[src/rtl/hsw_params.svh]
// Holds the offsets, field positions, reset values and access-width codes
// of the shared memory window block.
// Assumes it is included by bare name from the design files that need it.
`ifndef HSW_PARAMS_SVH
`define HSW_PARAMS_SVH

// ==========================================================================
// Host-visible register offsets
`define HSW_OFF_INBOX 4'h0
`define HSW_OFF_OUTBOX 4'h1
`define HSW_OFF_ADDR_LO 4'h2
`define HSW_OFF_ADDR_HI 4'h3
`define HSW_OFF_DATA_B0 4'h4
`define HSW_OFF_DATA_B1 4'h5
`define HSW_OFF_DATA_B2 4'h6
`define HSW_OFF_DATA_B3 4'h7
`define HSW_OFF_SRC_LO 4'h8
`define HSW_OFF_SRC_HI 4'h9
`define HSW_OFF_MASK_LO 4'hA
`define HSW_OFF_MASK_HI 4'hB
`define HSW_OFF_OWNER 4'hC

// ==========================================================================
// Controller-only register offsets
`define HSW_EC_INBOX 9'h100
`define HSW_EC_OUTBOX 9'h101
`define HSW_EC_BASE0 9'h104
`define HSW_EC_RLIM0 9'h108
`define HSW_EC_WLIM0 9'h10A
`define HSW_EC_BASE1 9'h10C
`define HSW_EC_RLIM1 9'h110
`define HSW_EC_WLIM1 9'h112
`define HSW_EC_SET 9'h114
`define HSW_EC_CLR_EN 9'h116

// ==========================================================================
// Access-width codes and field positions
`define HSW_W_AUTO 2'h3
`define HSW_W_32 2'h2
`define HSW_W_16 2'h1
`define HSW_W_8 2'h0
`define HSW_REGION_BIT 7
`define HSW_LANE_HI 2'h3
`define HSW_BE_ALL 4'hF
`define HSW_BE_LO_HALF 4'h3
`define HSW_BE_HI_HALF 4'hC
`define HSW_BE_ONE 4'h1

// ==========================================================================
// Reset values
`define HSW_RST8 8'h00
`define HSW_RST16 16'h0000
`define HSW_RST32 32'h0000_0000
`define HSW_RST_OFF 13'h0000

`endif

[src/rtl/hsw_pkg.sv]
// Holds the types shared by the shared memory window block, its checker, memory model and bench.
// Assumes the constants header is compiled alongside.
package hsw_pkg;

	// ======================================================================
	// Host request sequencer states, Gray along the usual path
	typedef enum logic [1:0] {
		HSW_ST_IDLE = 2'b00,
		HSW_ST_EXEC = 2'b01,
		HSW_ST_MEM = 2'b11
	} hsw_state_t;

	// ======================================================================
	// Request carriers
	typedef struct packed {
		logic we;
		logic [3:0] addr;
		logic [7:0] wdata;
	} hsw_hreq_t;

	typedef struct packed {
		logic we;
		logic [8:0] addr;
		logic [31:0] wdata;
	} hsw_ereq_t;

	typedef struct packed {
		logic we;
		logic [31:0] addr;
		logic [3:0] be;
		logic [31:0] wdata;
	} hsw_mreq_t;

endpackage : hsw_pkg

[src/rtl/hsw_window.sv]
// Host-visible runtime registers of the shared memory window: two mailboxes,
// a dword window into controller memory, host event source/mask and owner tag.
// Assumes host and controller ports are synchronous to core_clk_in and that
// the controller memory answers each request with a one-cycle ack.
// Function
// - Host write to inbound mailbox stores it and pulses an event to controller.
// - Controller may clear any subset of inbound mailbox bits.
// - Controller write to outbound mailbox stores it and pulses an event to host.
// - Host clears outbound mailbox bits by writing ones.
// - Host and controller views of each mailbox share one storage.
// - Low address bits 7:2 give offset 7:2; offset 1:0 always zero.
// - Width field selects auto-32, 32, 16 or 8-bit window access.
// - High address bits 6:0 give offset bits 14:8.
// - High address bit 7 selects segment one or zero base.
// - Memory address is segment base plus dword offset.
// - Data bytes 0..3 form one 32-bit word, byte 0 least significant.
// - Controller sets source bits; host write-one clears them.
// - Host clear ignored where controller clear permission bit is zero.
// - Source bit 0 flags controller mailbox write, read-only, never reaches the host interrupt.
// - Mask ones let matching source bits raise the host interrupt.
// - Owner tag at zero accepts any written value.
// - Owner tag non-zero clears when same value written.
// - Owner tag non-zero ignores any different value.
// - Host and controller reach registers at fixed offsets.
// - 32-bit: read byte 0 loads dword, write byte 3 stores dword.
// - Auto-increment: byte 3 access advances offset to next dword, except a write out of bounds.
// - 16-bit: bytes 0/2 load halfwords, bytes 1/3 store halfwords.
// - Out-of-bounds writes keep memory; no-access reads keep the data register.
`timescale 1ns/1ps
`include "hsw_params.svh"

module hsw_window (
	input wire logic core_clk_in, // 125 MHz system clock
	input wire logic sys_rst_in, // Synchronous reset, active high
	input wire logic host_valid_in, // Host register request
	input wire hsw_pkg::hsw_hreq_t host_req_in, // Host request fields
	output logic host_ready_out, // Host request may be taken
	output logic host_ack_out, // Host request done, one cycle
	output logic [7:0] host_rdata_out, // Host read data
	output logic host_irq_out, // Masked host event level
	output logic outbox_evt_out, // Outbound mail written, pulse
	input wire logic ec_valid_in, // Controller register request
	input wire hsw_pkg::hsw_ereq_t ec_req_in, // Controller request fields
	output logic ec_ack_out, // Controller request done, pulse
	output logic [31:0] ec_rdata_out, // Controller read data
	output logic inbox_evt_out, // Inbound mail written, pulse
	output logic mem_req_out, // Memory request, held to ack
	output hsw_pkg::hsw_mreq_t mem_cmd_out, // Memory command
	input wire logic mem_ack_in, // Memory done, one cycle
	input wire logic [31:0] mem_rdata_in // Memory read data on ack
);
	import hsw_pkg::*;

	hsw_state_t state_q, state_d;
	hsw_hreq_t hreq_q;
	logic [7:0] inbox_q, outbox_q, owner_q;
	logic outbox_flag_q;
	logic [15:1] src_q;
	logic [15:0] mask_q;
	logic [15:1] clr_en_q;
	logic [12:0] offs_q;
	logic [1:0] width_q;
	logic region_q;
	logic [29:0] base0_q, base1_q;
	logic [12:0] rlim0_q, wlim0_q, rlim1_q, wlim1_q;
	logic [31:0] data_q, data_wr, data_ld;
	logic h_wr, h_rd, h_data, mem_done;
	logic e_wr;
	logic dec_go, dec_step;
	logic [3:0] dec_be;
	logic [31:0] dec_addr;
	logic [7:0] reg_rd;
	logic [31:0] ec_rd;
	logic [1:0] lane;

	// ======================================================================
	// Request strobes
	// Host work is done in the EXEC cycle from the latched request
	assign h_wr = (state_q == HSW_ST_EXEC) && hreq_q.we;
	assign h_rd = (state_q == HSW_ST_EXEC) && !hreq_q.we;
	assign h_data = hreq_q.addr[3:2] == 2'b01;
	assign lane = hreq_q.addr[1:0];
	assign mem_done = (state_q == HSW_ST_MEM) && mem_ack_in;
	assign e_wr = ec_valid_in && ec_req_in.we;

	hsw_win_decode u_dec (
		.width_in(width_q),
		.lane_in(lane),
		.we_in(hreq_q.we),
		.offs_in(offs_q),
		.region_in(region_q),
		.base0_in(base0_q),
		.base1_in(base1_q),
		.rlim0_in(rlim0_q),
		.wlim0_in(wlim0_q),
		.rlim1_in(rlim1_q),
		.wlim1_in(wlim1_q),
		.mem_go_out(dec_go),
		.be_out(dec_be),
		.step_out(dec_step),
		.maddr_out(dec_addr)
	);

	// ======================================================================
	// Data word lanes: host byte write and memory load merge
	// four bytes, one word
	for (genvar i = 0; i < 4; i++) begin : g_lane
		assign data_wr[8*i +: 8] = (h_data && lane == i) ? hreq_q.wdata : data_q[8*i +: 8];
		assign data_ld[8*i +: 8] = mem_cmd_out.be[i] ? mem_rdata_in[8*i +: 8] : data_q[8*i +: 8];
	end

	// ======================================================================
	// Host request sequencer
	always_comb begin
		state_d = state_q;
		unique case (state_q)
			HSW_ST_IDLE: begin
				if (host_valid_in) begin
					state_d = HSW_ST_EXEC;
				end
			end
			HSW_ST_EXEC: begin
				state_d = (h_data && dec_go) ? HSW_ST_MEM : HSW_ST_IDLE;
			end
			HSW_ST_MEM: begin
				if (mem_ack_in) begin
					state_d = HSW_ST_IDLE;
				end
			end
			default: begin
				state_d = HSW_ST_IDLE;
			end
		endcase
	end

	// Requests are taken only while idle; ready tells the host so
	always_ff @(posedge core_clk_in) begin
		if (sys_rst_in) begin
			state_q <= HSW_ST_IDLE;
			host_ready_out <= 1'b1;
			hreq_q <= '0;
		end else begin
			state_q <= state_d;
			host_ready_out <= state_d == HSW_ST_IDLE;
			if (state_q == HSW_ST_IDLE && host_valid_in) begin
				hreq_q <= host_req_in;
			end
		end
	end

	// ======================================================================
	// Memory port; command is frozen while the request is outstanding
	always_ff @(posedge core_clk_in) begin
		if (sys_rst_in) begin
			mem_req_out <= 1'b0;
			mem_cmd_out <= '0;
		end else if (state_q == HSW_ST_EXEC && h_data && dec_go) begin
			mem_req_out <= 1'b1;
			mem_cmd_out <= '{we: hreq_q.we, addr: dec_addr, be: dec_be, wdata: data_wr};
		end else if (mem_done) begin
			mem_req_out <= 1'b0;
		end
	end

	// ======================================================================
	// Data register
	always_ff @(posedge core_clk_in) begin
		if (sys_rst_in) begin
			data_q <= `HSW_RST32;
		end else if (h_wr && h_data) begin
			// register updates even if memory stays
			data_q <= data_wr;
		end else if (mem_done && !mem_cmd_out.we) begin
			data_q <= data_ld;
		end
	end

	// ======================================================================
	// Window offset, width and segment
	always_ff @(posedge core_clk_in) begin
		if (sys_rst_in) begin
			offs_q <= `HSW_RST_OFF;
			width_q <= `HSW_W_8;
			region_q <= 1'b0;
		end else if (h_wr && hreq_q.addr == `HSW_OFF_ADDR_LO) begin
			offs_q[5:0] <= hreq_q.wdata[7:2];
			width_q <= hreq_q.wdata[1:0];
		end else if (h_wr && hreq_q.addr == `HSW_OFF_ADDR_HI) begin
			offs_q[12:6] <= hreq_q.wdata[6:0];
			region_q <= hreq_q.wdata[`HSW_REGION_BIT];
		end else if ((state_q == HSW_ST_EXEC && h_data && dec_step && !dec_go)
				|| (mem_done && dec_step)) begin
			offs_q <= offs_q + 13'h0001;
		end
	end

	// ======================================================================
	// Mailboxes; one copy each, seen from both sides
	// shared mailbox storage
	always_ff @(posedge core_clk_in) begin
		if (sys_rst_in) begin
			inbox_q <= `HSW_RST8;
		end else if (h_wr && hreq_q.addr == `HSW_OFF_INBOX) begin
			inbox_q <= hreq_q.wdata;
		end else if (e_wr && ec_req_in.addr == `HSW_EC_INBOX) begin
			inbox_q <= inbox_q & ~ec_req_in.wdata[7:0];
		end
	end

	always_ff @(posedge core_clk_in) begin
		if (sys_rst_in) begin
			outbox_q <= `HSW_RST8;
		end else if (e_wr && ec_req_in.addr == `HSW_EC_OUTBOX) begin
			outbox_q <= ec_req_in.wdata[7:0];
		end else if (h_wr && hreq_q.addr == `HSW_OFF_OUTBOX) begin
			outbox_q <= outbox_q & ~hreq_q.wdata;
		end
	end

	// Mail events; pulses so each write is one notification
	always_ff @(posedge core_clk_in) begin
		if (sys_rst_in) begin
			inbox_evt_out <= 1'b0;
			outbox_evt_out <= 1'b0;
		end else begin
			inbox_evt_out <= h_wr && hreq_q.addr == `HSW_OFF_INBOX;
			outbox_evt_out <= e_wr && ec_req_in.addr == `HSW_EC_OUTBOX;
		end
	end

	// Written flag: set wins over the clear made by a host read of the outbox
	always_ff @(posedge core_clk_in) begin
		if (sys_rst_in) begin
			outbox_flag_q <= 1'b0;
		end else if (e_wr && ec_req_in.addr == `HSW_EC_OUTBOX) begin
			outbox_flag_q <= 1'b1;
		end else if (h_rd && hreq_q.addr == `HSW_OFF_OUTBOX) begin
			outbox_flag_q <= 1'b0;
		end
	end

	// ======================================================================
	// Host event sources, mask and interrupt
	always_ff @(posedge core_clk_in) begin
		if (sys_rst_in) begin
			src_q <= 15'h0000;
		end else begin
			// gated host clear, then controller set wins
			src_q <= (src_q & ~(clr_en_q
					& ((h_wr && hreq_q.addr == `HSW_OFF_SRC_LO) ? {8'h00, hreq_q.wdata[7:1]} : 15'h0000)
					& ((h_wr && hreq_q.addr == `HSW_OFF_SRC_HI) ? {hreq_q.wdata, 7'h00} : 15'h0000)
					| clr_en_q
					& ((h_wr && hreq_q.addr == `HSW_OFF_SRC_HI) ? {hreq_q.wdata, 7'h00} : 15'h0000)
					| clr_en_q
					& ((h_wr && hreq_q.addr == `HSW_OFF_SRC_LO) ? {8'h00, hreq_q.wdata[7:1]} : 15'h0000)))
				| ((e_wr && ec_req_in.addr == `HSW_EC_SET) ? ec_req_in.wdata[15:1] : 15'h0000);
		end
	end

	always_ff @(posedge core_clk_in) begin
		if (sys_rst_in) begin
			mask_q <= `HSW_RST16;
			host_irq_out <= 1'b0;
		end else begin
			if (h_wr && hreq_q.addr == `HSW_OFF_MASK_LO) begin
				mask_q[7:0] <= hreq_q.wdata;
			end
			if (h_wr && hreq_q.addr == `HSW_OFF_MASK_HI) begin
				mask_q[15:8] <= hreq_q.wdata;
			end
			host_irq_out <= |(src_q & mask_q[15:1]);
		end
	end

	// ======================================================================
	// Owner tag claim and release
	always_ff @(posedge core_clk_in) begin
		if (sys_rst_in) begin
			owner_q <= `HSW_RST8;
		end else if (h_wr && hreq_q.addr == `HSW_OFF_OWNER) begin
			if (owner_q == `HSW_RST8) begin
				owner_q <= hreq_q.wdata;
			end else if (owner_q == hreq_q.wdata) begin
				owner_q <= `HSW_RST8;
			end
		end
	end

	// ======================================================================
	// Controller-only configuration
	always_ff @(posedge core_clk_in) begin
		if (sys_rst_in) begin
			base0_q <= 30'h0000_0000;
			base1_q <= 30'h0000_0000;
			rlim0_q <= `HSW_RST_OFF;
			wlim0_q <= `HSW_RST_OFF;
			rlim1_q <= `HSW_RST_OFF;
			wlim1_q <= `HSW_RST_OFF;
			clr_en_q <= 15'h0000;
		end else if (e_wr) begin
			unique case (ec_req_in.addr)
				`HSW_EC_BASE0: base0_q <= ec_req_in.wdata[31:2];
				`HSW_EC_BASE1: base1_q <= ec_req_in.wdata[31:2];
				`HSW_EC_RLIM0: rlim0_q <= ec_req_in.wdata[14:2];
				`HSW_EC_WLIM0: wlim0_q <= ec_req_in.wdata[14:2];
				`HSW_EC_RLIM1: rlim1_q <= ec_req_in.wdata[14:2];
				`HSW_EC_WLIM1: wlim1_q <= ec_req_in.wdata[14:2];
				`HSW_EC_CLR_EN: clr_en_q <= ec_req_in.wdata[15:1];
				default: ;
			endcase
		end
	end

	// ======================================================================
	// Read multiplexers
	// host offsets
	always_comb begin
		unique case (hreq_q.addr)
			`HSW_OFF_INBOX: reg_rd = inbox_q;
			`HSW_OFF_OUTBOX: reg_rd = outbox_q;
			`HSW_OFF_ADDR_LO: reg_rd = {offs_q[5:0], width_q};
			`HSW_OFF_ADDR_HI: reg_rd = {region_q, offs_q[12:6]};
			`HSW_OFF_DATA_B0: reg_rd = data_q[7:0];
			`HSW_OFF_DATA_B1: reg_rd = data_q[15:8];
			`HSW_OFF_DATA_B2: reg_rd = data_q[23:16];
			`HSW_OFF_DATA_B3: reg_rd = data_q[31:24];
			`HSW_OFF_SRC_LO: reg_rd = {src_q[7:1], outbox_flag_q};
			`HSW_OFF_SRC_HI: reg_rd = src_q[15:8];
			`HSW_OFF_MASK_LO: reg_rd = mask_q[7:0];
			`HSW_OFF_MASK_HI: reg_rd = mask_q[15:8];
			`HSW_OFF_OWNER: reg_rd = owner_q;
			default: reg_rd = `HSW_RST8;
		endcase
	end

	always_comb begin
		unique case (ec_req_in.addr)
			`HSW_EC_INBOX: ec_rd = {24'h000000, inbox_q};
			`HSW_EC_OUTBOX: ec_rd = {24'h000000, outbox_q};
			`HSW_EC_BASE0: ec_rd = {base0_q, 2'b00};
			`HSW_EC_BASE1: ec_rd = {base1_q, 2'b00};
			`HSW_EC_RLIM0: ec_rd = {17'h00000, rlim0_q, 2'b00};
			`HSW_EC_WLIM0: ec_rd = {17'h00000, wlim0_q, 2'b00};
			`HSW_EC_RLIM1: ec_rd = {17'h00000, rlim1_q, 2'b00};
			`HSW_EC_WLIM1: ec_rd = {17'h00000, wlim1_q, 2'b00};
			`HSW_EC_SET: ec_rd = {16'h0000, src_q, 1'b0};
			`HSW_EC_CLR_EN: ec_rd = {16'h0000, clr_en_q, 1'b0};
			default: ec_rd = `HSW_RST32;
		endcase
	end

	// ======================================================================
	// Answers; memory loads return the freshly merged byte
	always_ff @(posedge core_clk_in) begin
		if (sys_rst_in) begin
			host_ack_out <= 1'b0;
			host_rdata_out <= `HSW_RST8;
		end else begin
			host_ack_out <= (state_q == HSW_ST_EXEC && !(h_data && dec_go)) || mem_done;
			if (h_rd && !(h_data && dec_go)) begin
				host_rdata_out <= reg_rd;
			end else if (mem_done && !mem_cmd_out.we) begin
				host_rdata_out <= data_ld[8*lane +: 8];
			end
		end
	end

	always_ff @(posedge core_clk_in) begin
		if (sys_rst_in) begin
			ec_ack_out <= 1'b0;
			ec_rdata_out <= `HSW_RST32;
		end else begin
			ec_ack_out <= ec_valid_in;
			if (ec_valid_in && !ec_req_in.we) begin
				ec_rdata_out <= ec_rd;
			end
		end
	end

endmodule : hsw_window

[src/rtl/hsw_win_decode.sv]
// Decodes one data-window access into a memory operation, byte enables,
// target address and auto-increment step.
// Assumes region bases and limits are held stable by the enclosing block.
`timescale 1ns/1ps
`include "hsw_params.svh"

module hsw_win_decode (
	input wire logic [1:0] width_in, // Access width code
	input wire logic [1:0] lane_in, // Data byte addressed
	input wire logic we_in, // Host write when high
	input wire logic [12:0] offs_in, // Window offset bits 14:2
	input wire logic region_in, // Segment select
	input wire logic [29:0] base0_in, // Segment zero base 31:2
	input wire logic [29:0] base1_in, // Segment one base 31:2
	input wire logic [12:0] rlim0_in, // Segment zero read limit
	input wire logic [12:0] wlim0_in, // Segment zero write limit
	input wire logic [12:0] rlim1_in, // Segment one read limit
	input wire logic [12:0] wlim1_in, // Segment one write limit
	output logic mem_go_out, // Memory operation needed
	output logic [3:0] be_out, // Byte enables
	output logic step_out, // Advance offset afterwards
	output logic [31:0] maddr_out // Dword address in memory
);
	logic in_rd;
	logic in_wr;
	logic trig;

	// ======================================================================
	// Bounds: a region at or above its limit is read-only or no-access
	// bounds gate memory
	assign in_rd = offs_in < (region_in ? rlim1_in : rlim0_in);
	assign in_wr = offs_in < (region_in ? wlim1_in : wlim0_in);

	assign maddr_out = {(region_in ? base1_in : base0_in), 2'b00} + {17'h00000, offs_in, 2'b00};

	// Which lane fires memory, per width code
	always_comb begin
		trig = 1'b0;
		be_out = `HSW_BE_ALL;
		unique case (width_in)
			`HSW_W_8: begin
				trig = 1'b1;
				be_out = `HSW_BE_ONE << lane_in;
			end
			`HSW_W_16: begin
				trig = we_in ? lane_in[0] : ~lane_in[0];
				be_out = lane_in[1] ? `HSW_BE_HI_HALF : `HSW_BE_LO_HALF;
			end
			`HSW_W_32, `HSW_W_AUTO: begin
				trig = we_in ? (lane_in == `HSW_LANE_HI) : (lane_in == 2'h0);
				be_out = `HSW_BE_ALL;
			end
		endcase
	end

	assign mem_go_out = trig & (we_in ? in_wr : in_rd);

	// step on byte 3; reads step even out of bounds, writes do not
	assign step_out = (width_in == `HSW_W_AUTO) && (lane_in == `HSW_LANE_HI) && (!we_in || in_wr);

endmodule : hsw_win_decode

[config.mk]
export PLATFORM = sky130hd
export DESIGN_NAME = hsw_window
export DESIGN_NICKNAME = d
export VERILOG_FILES = /design/src/rtl/hsw_pkg.sv /design/src/rtl/hsw_window.sv /design/src/rtl/hsw_win_decode.sv
export VERILOG_INCLUDE_DIRS = /design/src /design/src/rtl
export SDC_FILE = /design/constraint.sdc
export NUM_CORES = 1
export LEC_CHECK = 0
export BUFFER_PORTS_ARGS = -buffer_cell sky130_fd_sc_hd__buf_4
export CAP_MARGIN = 20
export CORE_MARGIN = 3
export CORE_UTILIZATION = 40
export DETAILED_ROUTE_END_ITERATION = 16
export HOLD_SLACK_MARGIN = 0.06
export PLACE_DENSITY_LB_ADDON = 0.2
export SETUP_SLACK_MARGIN = 0.4
export SYNTH_ARGS = -nofsm -noshare
export SYNTH_HDL_FRONTEND = slang
export SYNTH_HIERARCHICAL = 1
export SYNTH_SLANG_ARGS = --single-unit
[constraint.sdc]
create_clock -name core_clk_in -period 5.6 [get_ports core_clk_in]
set_input_delay 0.28 -clock core_clk_in [delete_from_list [all_inputs] [get_ports core_clk_in]]
set_output_delay 0.28 -clock core_clk_in [all_outputs]
set_load 0.02 [all_outputs]
==> out/metrics.yaml, run 1 <==
worst_setup_path:
  worstReg2RegStart: "region_q$_SDFFE_PP0P_"
  crit_path_start: "region_q$_SDFFE_PP0P_"
  worst_r2r_endpoint: "mem_cmd_out[13]$_SDFFE_PP0P_"
  worstPathArrival_ns: 4.68
  slowest_stage: "sky130_fd_sc_hd__dfxtp_4"
  ff2ff_setup_slack_ns: 1.40
  timing.reg2reg.worst_path_depth: 12
  setup.worst_path.start_class: "register"
  worst_path_dominant_cell_family: "compound AO/OA/AOI/OAI gates"
  timing.critical_path.fanout_max: 100
  path_cells: "mux2i_1 -> ha_1 -> a21o_1 -> a211o_1 -> a211oi_1 -> a31oi_1 -> a211oi_1 -> and3b_1 -> and2_4 -> buf_12 -> nor2_1 -> a311oi_1"
  critical-path-max-stage-delay_ns: 0.79
  cp_common_cell: "sky130_fd_sc_hd__a211oi_1"
  timing.critical_path.required_ns: 6.08
  critical_path.n_buffers_inverters: 1
  crit_path_end_kind: "register"
  worstSetupPathType: "register to register"
die:
  floorplan.initialDensity_pct: 40.96
  rows: 79
  top_ports: 208
  die-area_sq_um: 50950
  die_y_um: 225.7
  floorplan.die.width_um: 225.7
  design.core.area_sq_um: 47150
worst_hold_path:
  min-delay-path-class: "primary input to register"
  worstHoldStart: "mem_rdata_in[23]"
  min_delay_path_depth: 5
  min_delay_worst_endpoint: "data_q[23]$_SDFFE_PP0P_"
finish:
  sequential_cell_area_sq_um: 7253
  final_cell_count_no_fill: 3180
  number_of_nets_in_the_final_layout: 2671
  area_growth_syn_to_layout_pct: 19.87
  nFillCells: 4528
  final_cell_area_sq_um: 23150
  layout.core_utilization_pct: 49.10
  mostFrequentLayoutCell: "sky130_fd_sc_hd__nand2_1"
  insertedDiodeCount: 0
  area_occupied_by_multi_input_gates_sq_um: 11180
  final_layout_size_suffix_gt1_share_pct: 15.58
  layout_common_cells: "sky130_fd_sc_hd__nand2_1 (462), sky130_fd_sc_hd__dfxtp_1 (359), sky130_fd_sc_hd__a21oi_1 (271)"
power_and_ir_drop:
  comb_power_share_pct: 6.4
  intPower_mw: 4.524
  vdd_ir_drop_max_mv: 0.2055
  sequential_fraction_of_design_power_pct: 43.7
  leakagePower_nw: 7.854
  p_per_area_nw_per_um2: 258.3
  power.share.switching_pct: 24.33
  netSwitchingPower_mw: 1.454
  power_frac_clock_pct: 49.9
clock_network:
  cts_tree: "yes"
  clock_tree.root_cell: "sky130_fd_sc_hd__clkbuf_16"
  clock_pin_slew_of_the_registers_on_the_worst_case_setup_and_hold_paths_ns: 0.06
  num_cts_buffers: 43
  h-tree-depth: 2
  clock_sink_count: 362
  ctsLongestPathBuffers: 3
  post-cts-setup-buffer-count: 0
  clk_latency_worst_skew_pair_ns: 0.59
timing:
  finalClockSkew_ns: 0.02297
  period_needed_ns: 4.203
  timing_max_transition_violations_final: 0
  final-setup-viol-count: 0
  finalCritPeriodShare_pct: 75.05
  worst_pin_slew_ns: 1.219
  number_of_endpoints_with_negative_hold_slack_in_the_final_report: 0
  totalNegativeSetupSlack_ns: 0
  grt_setup_unrepaired: "no"
  max_freq_ghz: 0.2379
  timing.slew.headroom_pct: 18.72
placed_design:
  place.gp.congestion: 0.9619
  placed_area_sq_um: 21090
  buffer_ports.inserted: 207
  place.detailed.instances: 3048
  dp.final_hpwl_um: 54900
yosys:
  synth.lib_cells_used.distinct: 94
  synthesized_instance_count: 2395
  synth_enable_flop_cells: 0
  synthesis.area_sq_um: 19310
  postSynth.asyncResetShare_pct: 0
  yosys_warnings: 6
  postSynth.topFlopCell: "sky130_fd_sc_hd__dfxtp_1"
  synth-seq-cells: 362
  synth.avg_cell_area_sq_um: 8.063
  synth_sequential_area_ratio_pct: 37.53
routing:
  num_vias: 19344
  post-route-drc-count: 0
  drt_first_iter_violations: 1884
  totalWireLength_um: 76820
  drt-pass1-iter-count: 8
  avgViaCountPerCell: 6.083
  routed_antenna_nets: 0
  routed_length_per_instance_um: 24.16
global_routing:
  grt_util_met2_pct: 44.20
  grt_util_met3_pct: 4.810
  grt_pass1_wl_um: 114000
  grt_max_degree: 101
  total_global_route_track_usage_pct: 29.16
  met1_usage_pct: 41.94
  initial_antenna_violation_count: 0
  via_count_of_the_first_global_routing_pass: 17876
  globalRoute.totalOverflow: 0
  grt.busiest_layer: "met2"
run_status:
  outcome: "completed"
flow_run:
  maxCapViolations: 0
[worst reg2reg max path, cell delays in order (launching register included)]
cell,delay (ns)
sky130_fd_sc_hd__dfxtp_4,0.79
sky130_fd_sc_hd__mux2i_1,0.48
sky130_fd_sc_hd__ha_1,0.32
sky130_fd_sc_hd__a21o_1,0.16
sky130_fd_sc_hd__a211o_1,0.29
sky130_fd_sc_hd__a211oi_1,0.21
sky130_fd_sc_hd__a31oi_1,0.12
sky130_fd_sc_hd__a211oi_1,0.48
sky130_fd_sc_hd__and3b_1,0.31
sky130_fd_sc_hd__and2_4,0.17
sky130_fd_sc_hd__buf_12,0.34
sky130_fd_sc_hd__nor2_1,0.15
sky130_fd_sc_hd__a311oi_1,0.27
[final cells by class]
cell class | instances | share of cell area [%]
Clock buffer | 62 | 5.654
Sequential cell | 362 | 31.33
Clock inverter | 16 | 0.8864
Tap cell | 607 | 3.281
Timing Repair Buffer | 296 | 10.27
Multi-Input combinational cell | 1821 | 48.32
Inverter | 16 | 0.2594
[cells by family (layout without fill, tap and decap cells)]
| group | count (synthesis) | after routing | share of synthesized area, % |
|---|---|---|---|
| xor gates and xnor gates | 47 | 47 | 2.132 |
| AOI/OAI and AO/OA | 629 | 629 | 21.58 |
| adders and majority gates | 39 | 39 | 2.566 |
| other | 1 | 2 | 0.01942 |
| muxes | 173 | 173 | 9.829 |
| buffers and inverters | 213 | 390 | 4.749 |
| and+or+nand+nor | 931 | 931 | 21.60 |
| DFF | 362 | 362 | 37.53 |
[how the worst max path moves through the flow]
stage | endpoint | slack [ns] | cells after the start
global route | mem_cmd_out[13]$_SDFFE_PP0P_ | 1.20 | 12
finish | mem_cmd_out[13]$_SDFFE_PP0P_ | 1.40 | 12
CTS | mem_cmd_out[13]$_SDFFE_PP0P_ | 1.49 | 13
detailed placement | mem_cmd_out[13]$_SDFFE_PP0P_ | 1.51 | 13
floorplan | mem_cmd_out[0]$_SDFFE_PP0P_ | 1.63 | 17
global placement | mem_cmd_out[5]$_SDFFE_PP0P_ | 1.60 | 12
[through the flow]
stage	setup WS (ns)	power (mW)	hold slack, ns
floorplan	1.631	2.847	0.4160
global placement	1.598	3.011	0.4465
detailed placement	1.511	3.014	0.4500
CTS	1.487	5.999	0.1028
global route	1.196	6.136	0.1480
finish	1.397	5.978	0.1287
[layer usage]
metal	vias to the layer above	routed length, um
met5	-	0
met4	0	2680
met3	161	7083
met2	983	33280
met1	9338	33780
li1	8862	-
[power by group through the flow]
| stage | Combinational (mW) | Sequential [mW] | Clock, mW |
|---|---|---|---|
| finish | 0.383 | 2.61 | 2.98 |
| global route | 0.401 | 2.61 | 3.12 |
| CTS | 0.376 | 2.61 | 3.01 |
| detailed placement | 0.345 | 2.67 | 0 |
| global placement | 0.341 | 2.67 | 0 |
| floorplan | 0.190 | 2.66 | 0 |
[registers in the layout (all words and copies together) (netlist names), 2 cells and up]
name,flops
mem_cmd_out,69
data_q,32
ec_rdata_out,32
base0_q,30
base1_q,30
mask_q,16
clr_en_q,15
src_q,15
hreq_q,13
offs_q,13
rlim0_q,13
rlim1_q,13
wlim0_q,13
wlim1_q,13
host_rdata_out,8
inbox_q,8
outbox_q,8
owner_q,8
state_q,2
width_q,2
[Yosys cell counts, drive strengths merged (27+ instances only)]
cell type	instances	area [sq um]
a211oi	32	245.2
a21oi	275	1391
a221oi	27	255.2
a22oi	37	277.8
buf	73	390.4
clkbuf	124	466.7
dfxtp	362	7247
ha	38	475.5
mux2	33	371.6
mux2i	130	1301
nand2	462	1734
nand3	97	485.5
nor2	213	809.5
nor2b	32	200.2
nor3	31	196.5
o21ai	74	370.4
[timing repair]
action / CTS / global route
endpoints found under the hold margin: 153 / 0
hold buffers: 54 / 0
endpoints found under the setup margin: 0 / 0
gates resized for setup: 0 / 0
No activity file was read; power rests on OpenSTA's default activity.
==> run 2: changes to the inputs <==
- clock period: 5.6 -> 3.63 ns (I/O delays scaled with it)
==> run 2 against run 1 <==
Net effect:
- final cell count rose by 3.1%
- first-iteration DRC count rose by 9.0%
- maximum frequency rose by 22%
- non-clock buffer count rose by 98
- flip-flop and latch count did not move
- count of clock-buffer cells in the layout did not move
- clock power rose by 42%
- critical path depth rose by 6
==> out/metrics.yaml, run 2 (synthesis gave the netlist of run 1 again) <==
run_status:
  outcome: "completed"
routing:
  num_vias: 19889
  drt_first_iter_violations: 2054
  totalWireLength_um: 81590
  routed_antenna_nets: 0
  drt-pass1-iter-count: 9
  routed_length_per_instance_um: 24.88
  post-route-drc-count: 0
  avgViaCountPerCell: 6.066
global_routing:
  grt_util_met2_pct: 46.80
  met1_usage_pct: 43.17
  via_count_of_the_first_global_routing_pass: 18328
  initial_antenna_violation_count: 2
  grt_max_degree: 144
  grt.busiest_layer: "met2"
  globalRoute.totalOverflow: 0
  grt_pass1_wl_um: 118700
  total_global_route_track_usage_pct: 30.36
  grt_util_met3_pct: 5.070
worst_setup_path:
  timing.critical_path.fanout_max: 6
  crit_path_end_kind: "register"
  timing.critical_path.required_ns: 4.10
  setup.worst_path.start_class: "register"
  worstSetupPathType: "register to register"
  worstPathArrival_ns: 3.91
  ff2ff_setup_slack_ns: 0.20
die:
  design.core.area_sq_um: 47150
  top_ports: 208
  rows: 79
  die-area_sq_um: 50950
  floorplan.die.width_um: 225.7
  floorplan.initialDensity_pct: 40.96
  die_y_um: 225.7
timing:
  period_needed_ns: 3.432
  final-setup-viol-count: 0
  finalCritPeriodShare_pct: 94.54
  worst_pin_slew_ns: 1.009
  grt_setup_unrepaired: "yes"
  timing_max_transition_violations_final: 0
  number_of_endpoints_with_negative_hold_slack_in_the_final_report: 0
  totalNegativeSetupSlack_ns: 0
  max_freq_ghz: 0.2914
  finalClockSkew_ns: 0.02383
  timing.slew.headroom_pct: 32.74
  worst_hold_slack_ns: 0.08137
finish:
  final_layout_size_suffix_gt1_share_pct: 21.86
  sequential_cell_area_sq_um: 7253
  layout_common_cells: "sky130_fd_sc_hd__nand2_1 (435), sky130_fd_sc_hd__dfxtp_1 (359), sky130_fd_sc_hd__buf_4 (290)"
  area_growth_syn_to_layout_pct: 27.82
  nFillCells: 4382
  final_cell_area_sq_um: 24680
  mostFrequentLayoutCell: "sky130_fd_sc_hd__nand2_1"
  max_ffs_per_register: 69
  largest_registers: "mem_cmd_out (69), data_q (32), ec_rdata_out (32)"
  regMostFlops: "mem_cmd_out"
  layout.core_utilization_pct: 52.35
  number_of_nets_in_the_final_layout: 2772
  area_occupied_by_multi_input_gates_sq_um: 11770
clock_network:
  clock_sink_count: 362
  ctsLongestPathBuffers: 3
  clk_latency_worst_skew_pair_ns: 0.58
  clock_pin_slew_of_the_registers_on_the_worst_case_setup_and_hold_paths_ns: 0.06
  h-tree-depth: 2
  cts_tree: "yes"
  num_cts_buffers: 42
  clock_tree.root_cell: "sky130_fd_sc_hd__clkbuf_16"
placed_design:
  placed_area_sq_um: 21480
  dp.final_hpwl_um: 56880
  place.gp.congestion: 0.9904
  buffer_ports.inserted: 207
flow_run:
  maxCapViolations: 0
worst_hold_path:
  min-delay-path-class: "primary input to register"
power_and_ir_drop:
  leakagePower_nw: 8.500
  vdd_ir_drop_max_mv: 0.2955
  p_per_area_nw_per_um2: 361.8
-- run 2: cell types whose count changed in the layout (fill, tap and decap cells not counted), moves of 12 or more --
cell and change:
sky130_fd_sc_hd__buf_4 +50, sky130_fd_sc_hd__nand2_1 -27, sky130_fd_sc_hd__nor2_1 -16, sky130_fd_sc_hd__dlygate4sd3_1 +12, sky130_fd_sc_hd__nand2_4 +17, sky130_fd_sc_hd__nor2_2 +14, sky130_fd_sc_hd__buf_6 +14
-- run 2: layout make-up --
type / count / area share, %
clock inverter: 12 / 0.4816
multi-input combinational: 1825 / 47.69
inverter: 16 / 0.2433
sequential: 362 / 29.39
clock buffer: 62 / 4.973
tap: 607 / 3.077
antenna: 1 / 0.01014
timing repair buffer: 394 / 14.14
-- run 2: metal layers --
| metal | share of wire, % | up-vias |
|---|---|---|
| met5 | 0.036 | - |
| met4 | 3.5 | 4 |
| met3 | 9.5 | 171 |
| met2 | 44 | 1111 |
| met1 | 43 | 9532 |
| li1 | - | 9071 |
-- run 2: critical path, cell delays in order (launching register included) --
cell	delay (ns)
sky130_fd_sc_hd__dfxtp_4	0.38
sky130_fd_sc_hd__buf_6	0.14
sky130_fd_sc_hd__buf_6	0.13
sky130_fd_sc_hd__mux2i_2	0.14
sky130_fd_sc_hd__ha_2	0.20
sky130_fd_sc_hd__a21o_1	0.16
sky130_fd_sc_hd__a21o_1	0.17
sky130_fd_sc_hd__a211o_1	0.29
sky130_fd_sc_hd__a211oi_2	0.16
sky130_fd_sc_hd__a31oi_1	0.12
sky130_fd_sc_hd__a211oi_2	0.15
sky130_fd_sc_hd__buf_4	0.16
sky130_fd_sc_hd__and3b_2	0.28
sky130_fd_sc_hd__and2_4	0.21
sky130_fd_sc_hd__buf_12	0.15
sky130_fd_sc_hd__buf_12	0.12
sky130_fd_sc_hd__buf_4	0.10
sky130_fd_sc_hd__nor2_1	0.04
sky130_fd_sc_hd__a311oi_1	0.22
-- run 2: worst paths after layout --
path,endpoint,cells past startpoint,from
hold / removal,data_q[8]$_SDFFE_PP0P_,4,mem_rdata_in[8]
setup reg to reg,mem_cmd_out[10]$_SDFFE_PP0P_,18,region_q$_SDFFE_PP0P_
setup / recovery,mem_cmd_out[10]$_SDFFE_PP0P_,18,region_q$_SDFFE_PP0P_
hold reg to reg,ec_rdata_out[1]$_SDFFE_PP0P_,2,ec_rdata_out[1]$_SDFFE_PP0P_
-- run 2: per-stage QoR --
step	worst slack, ns	power [mW]	std cells
6_report	0.1983	8.930	3279
3_3_place_gp	0.2014	4.663	3091
4_1_cts	0.3330	8.933	3252
5_1_grt	0.07335	9.137	3278
3_5_place_dp	0.1036	4.667	3091
2_1_floorplan	0.4158	4.394	2396
-- run 2: report_power, final --
| part | total [mW] | switching [mW] | internal, mW | leakage, nW |
|---|---|---|---|---|
| clock | 4.24 | 1.76 | 2.48 | 0.661 |
| sequential | 4.03 | 0.0383 | 3.99 | 2.92 |
| combinational | 0.664 | 0.431 | 0.233 | 4.92 |
| total | 8.93 | 2.23 | 6.70 | 8.50 |
-- run 2: what timing repair did --
| item | in CTS | in global routing |
|---|---|---|
| hold endpoints to repair | 190 | 0 |
| pin swaps | 4 | 65 |
| buffers inserted | 16 | 15 |
| hold buffers | 66 | 0 |
| endpoints found under the setup margin | 93 | 94 |
| cloned | 5 | 10 |
| resized for setup | 39 | 122 |
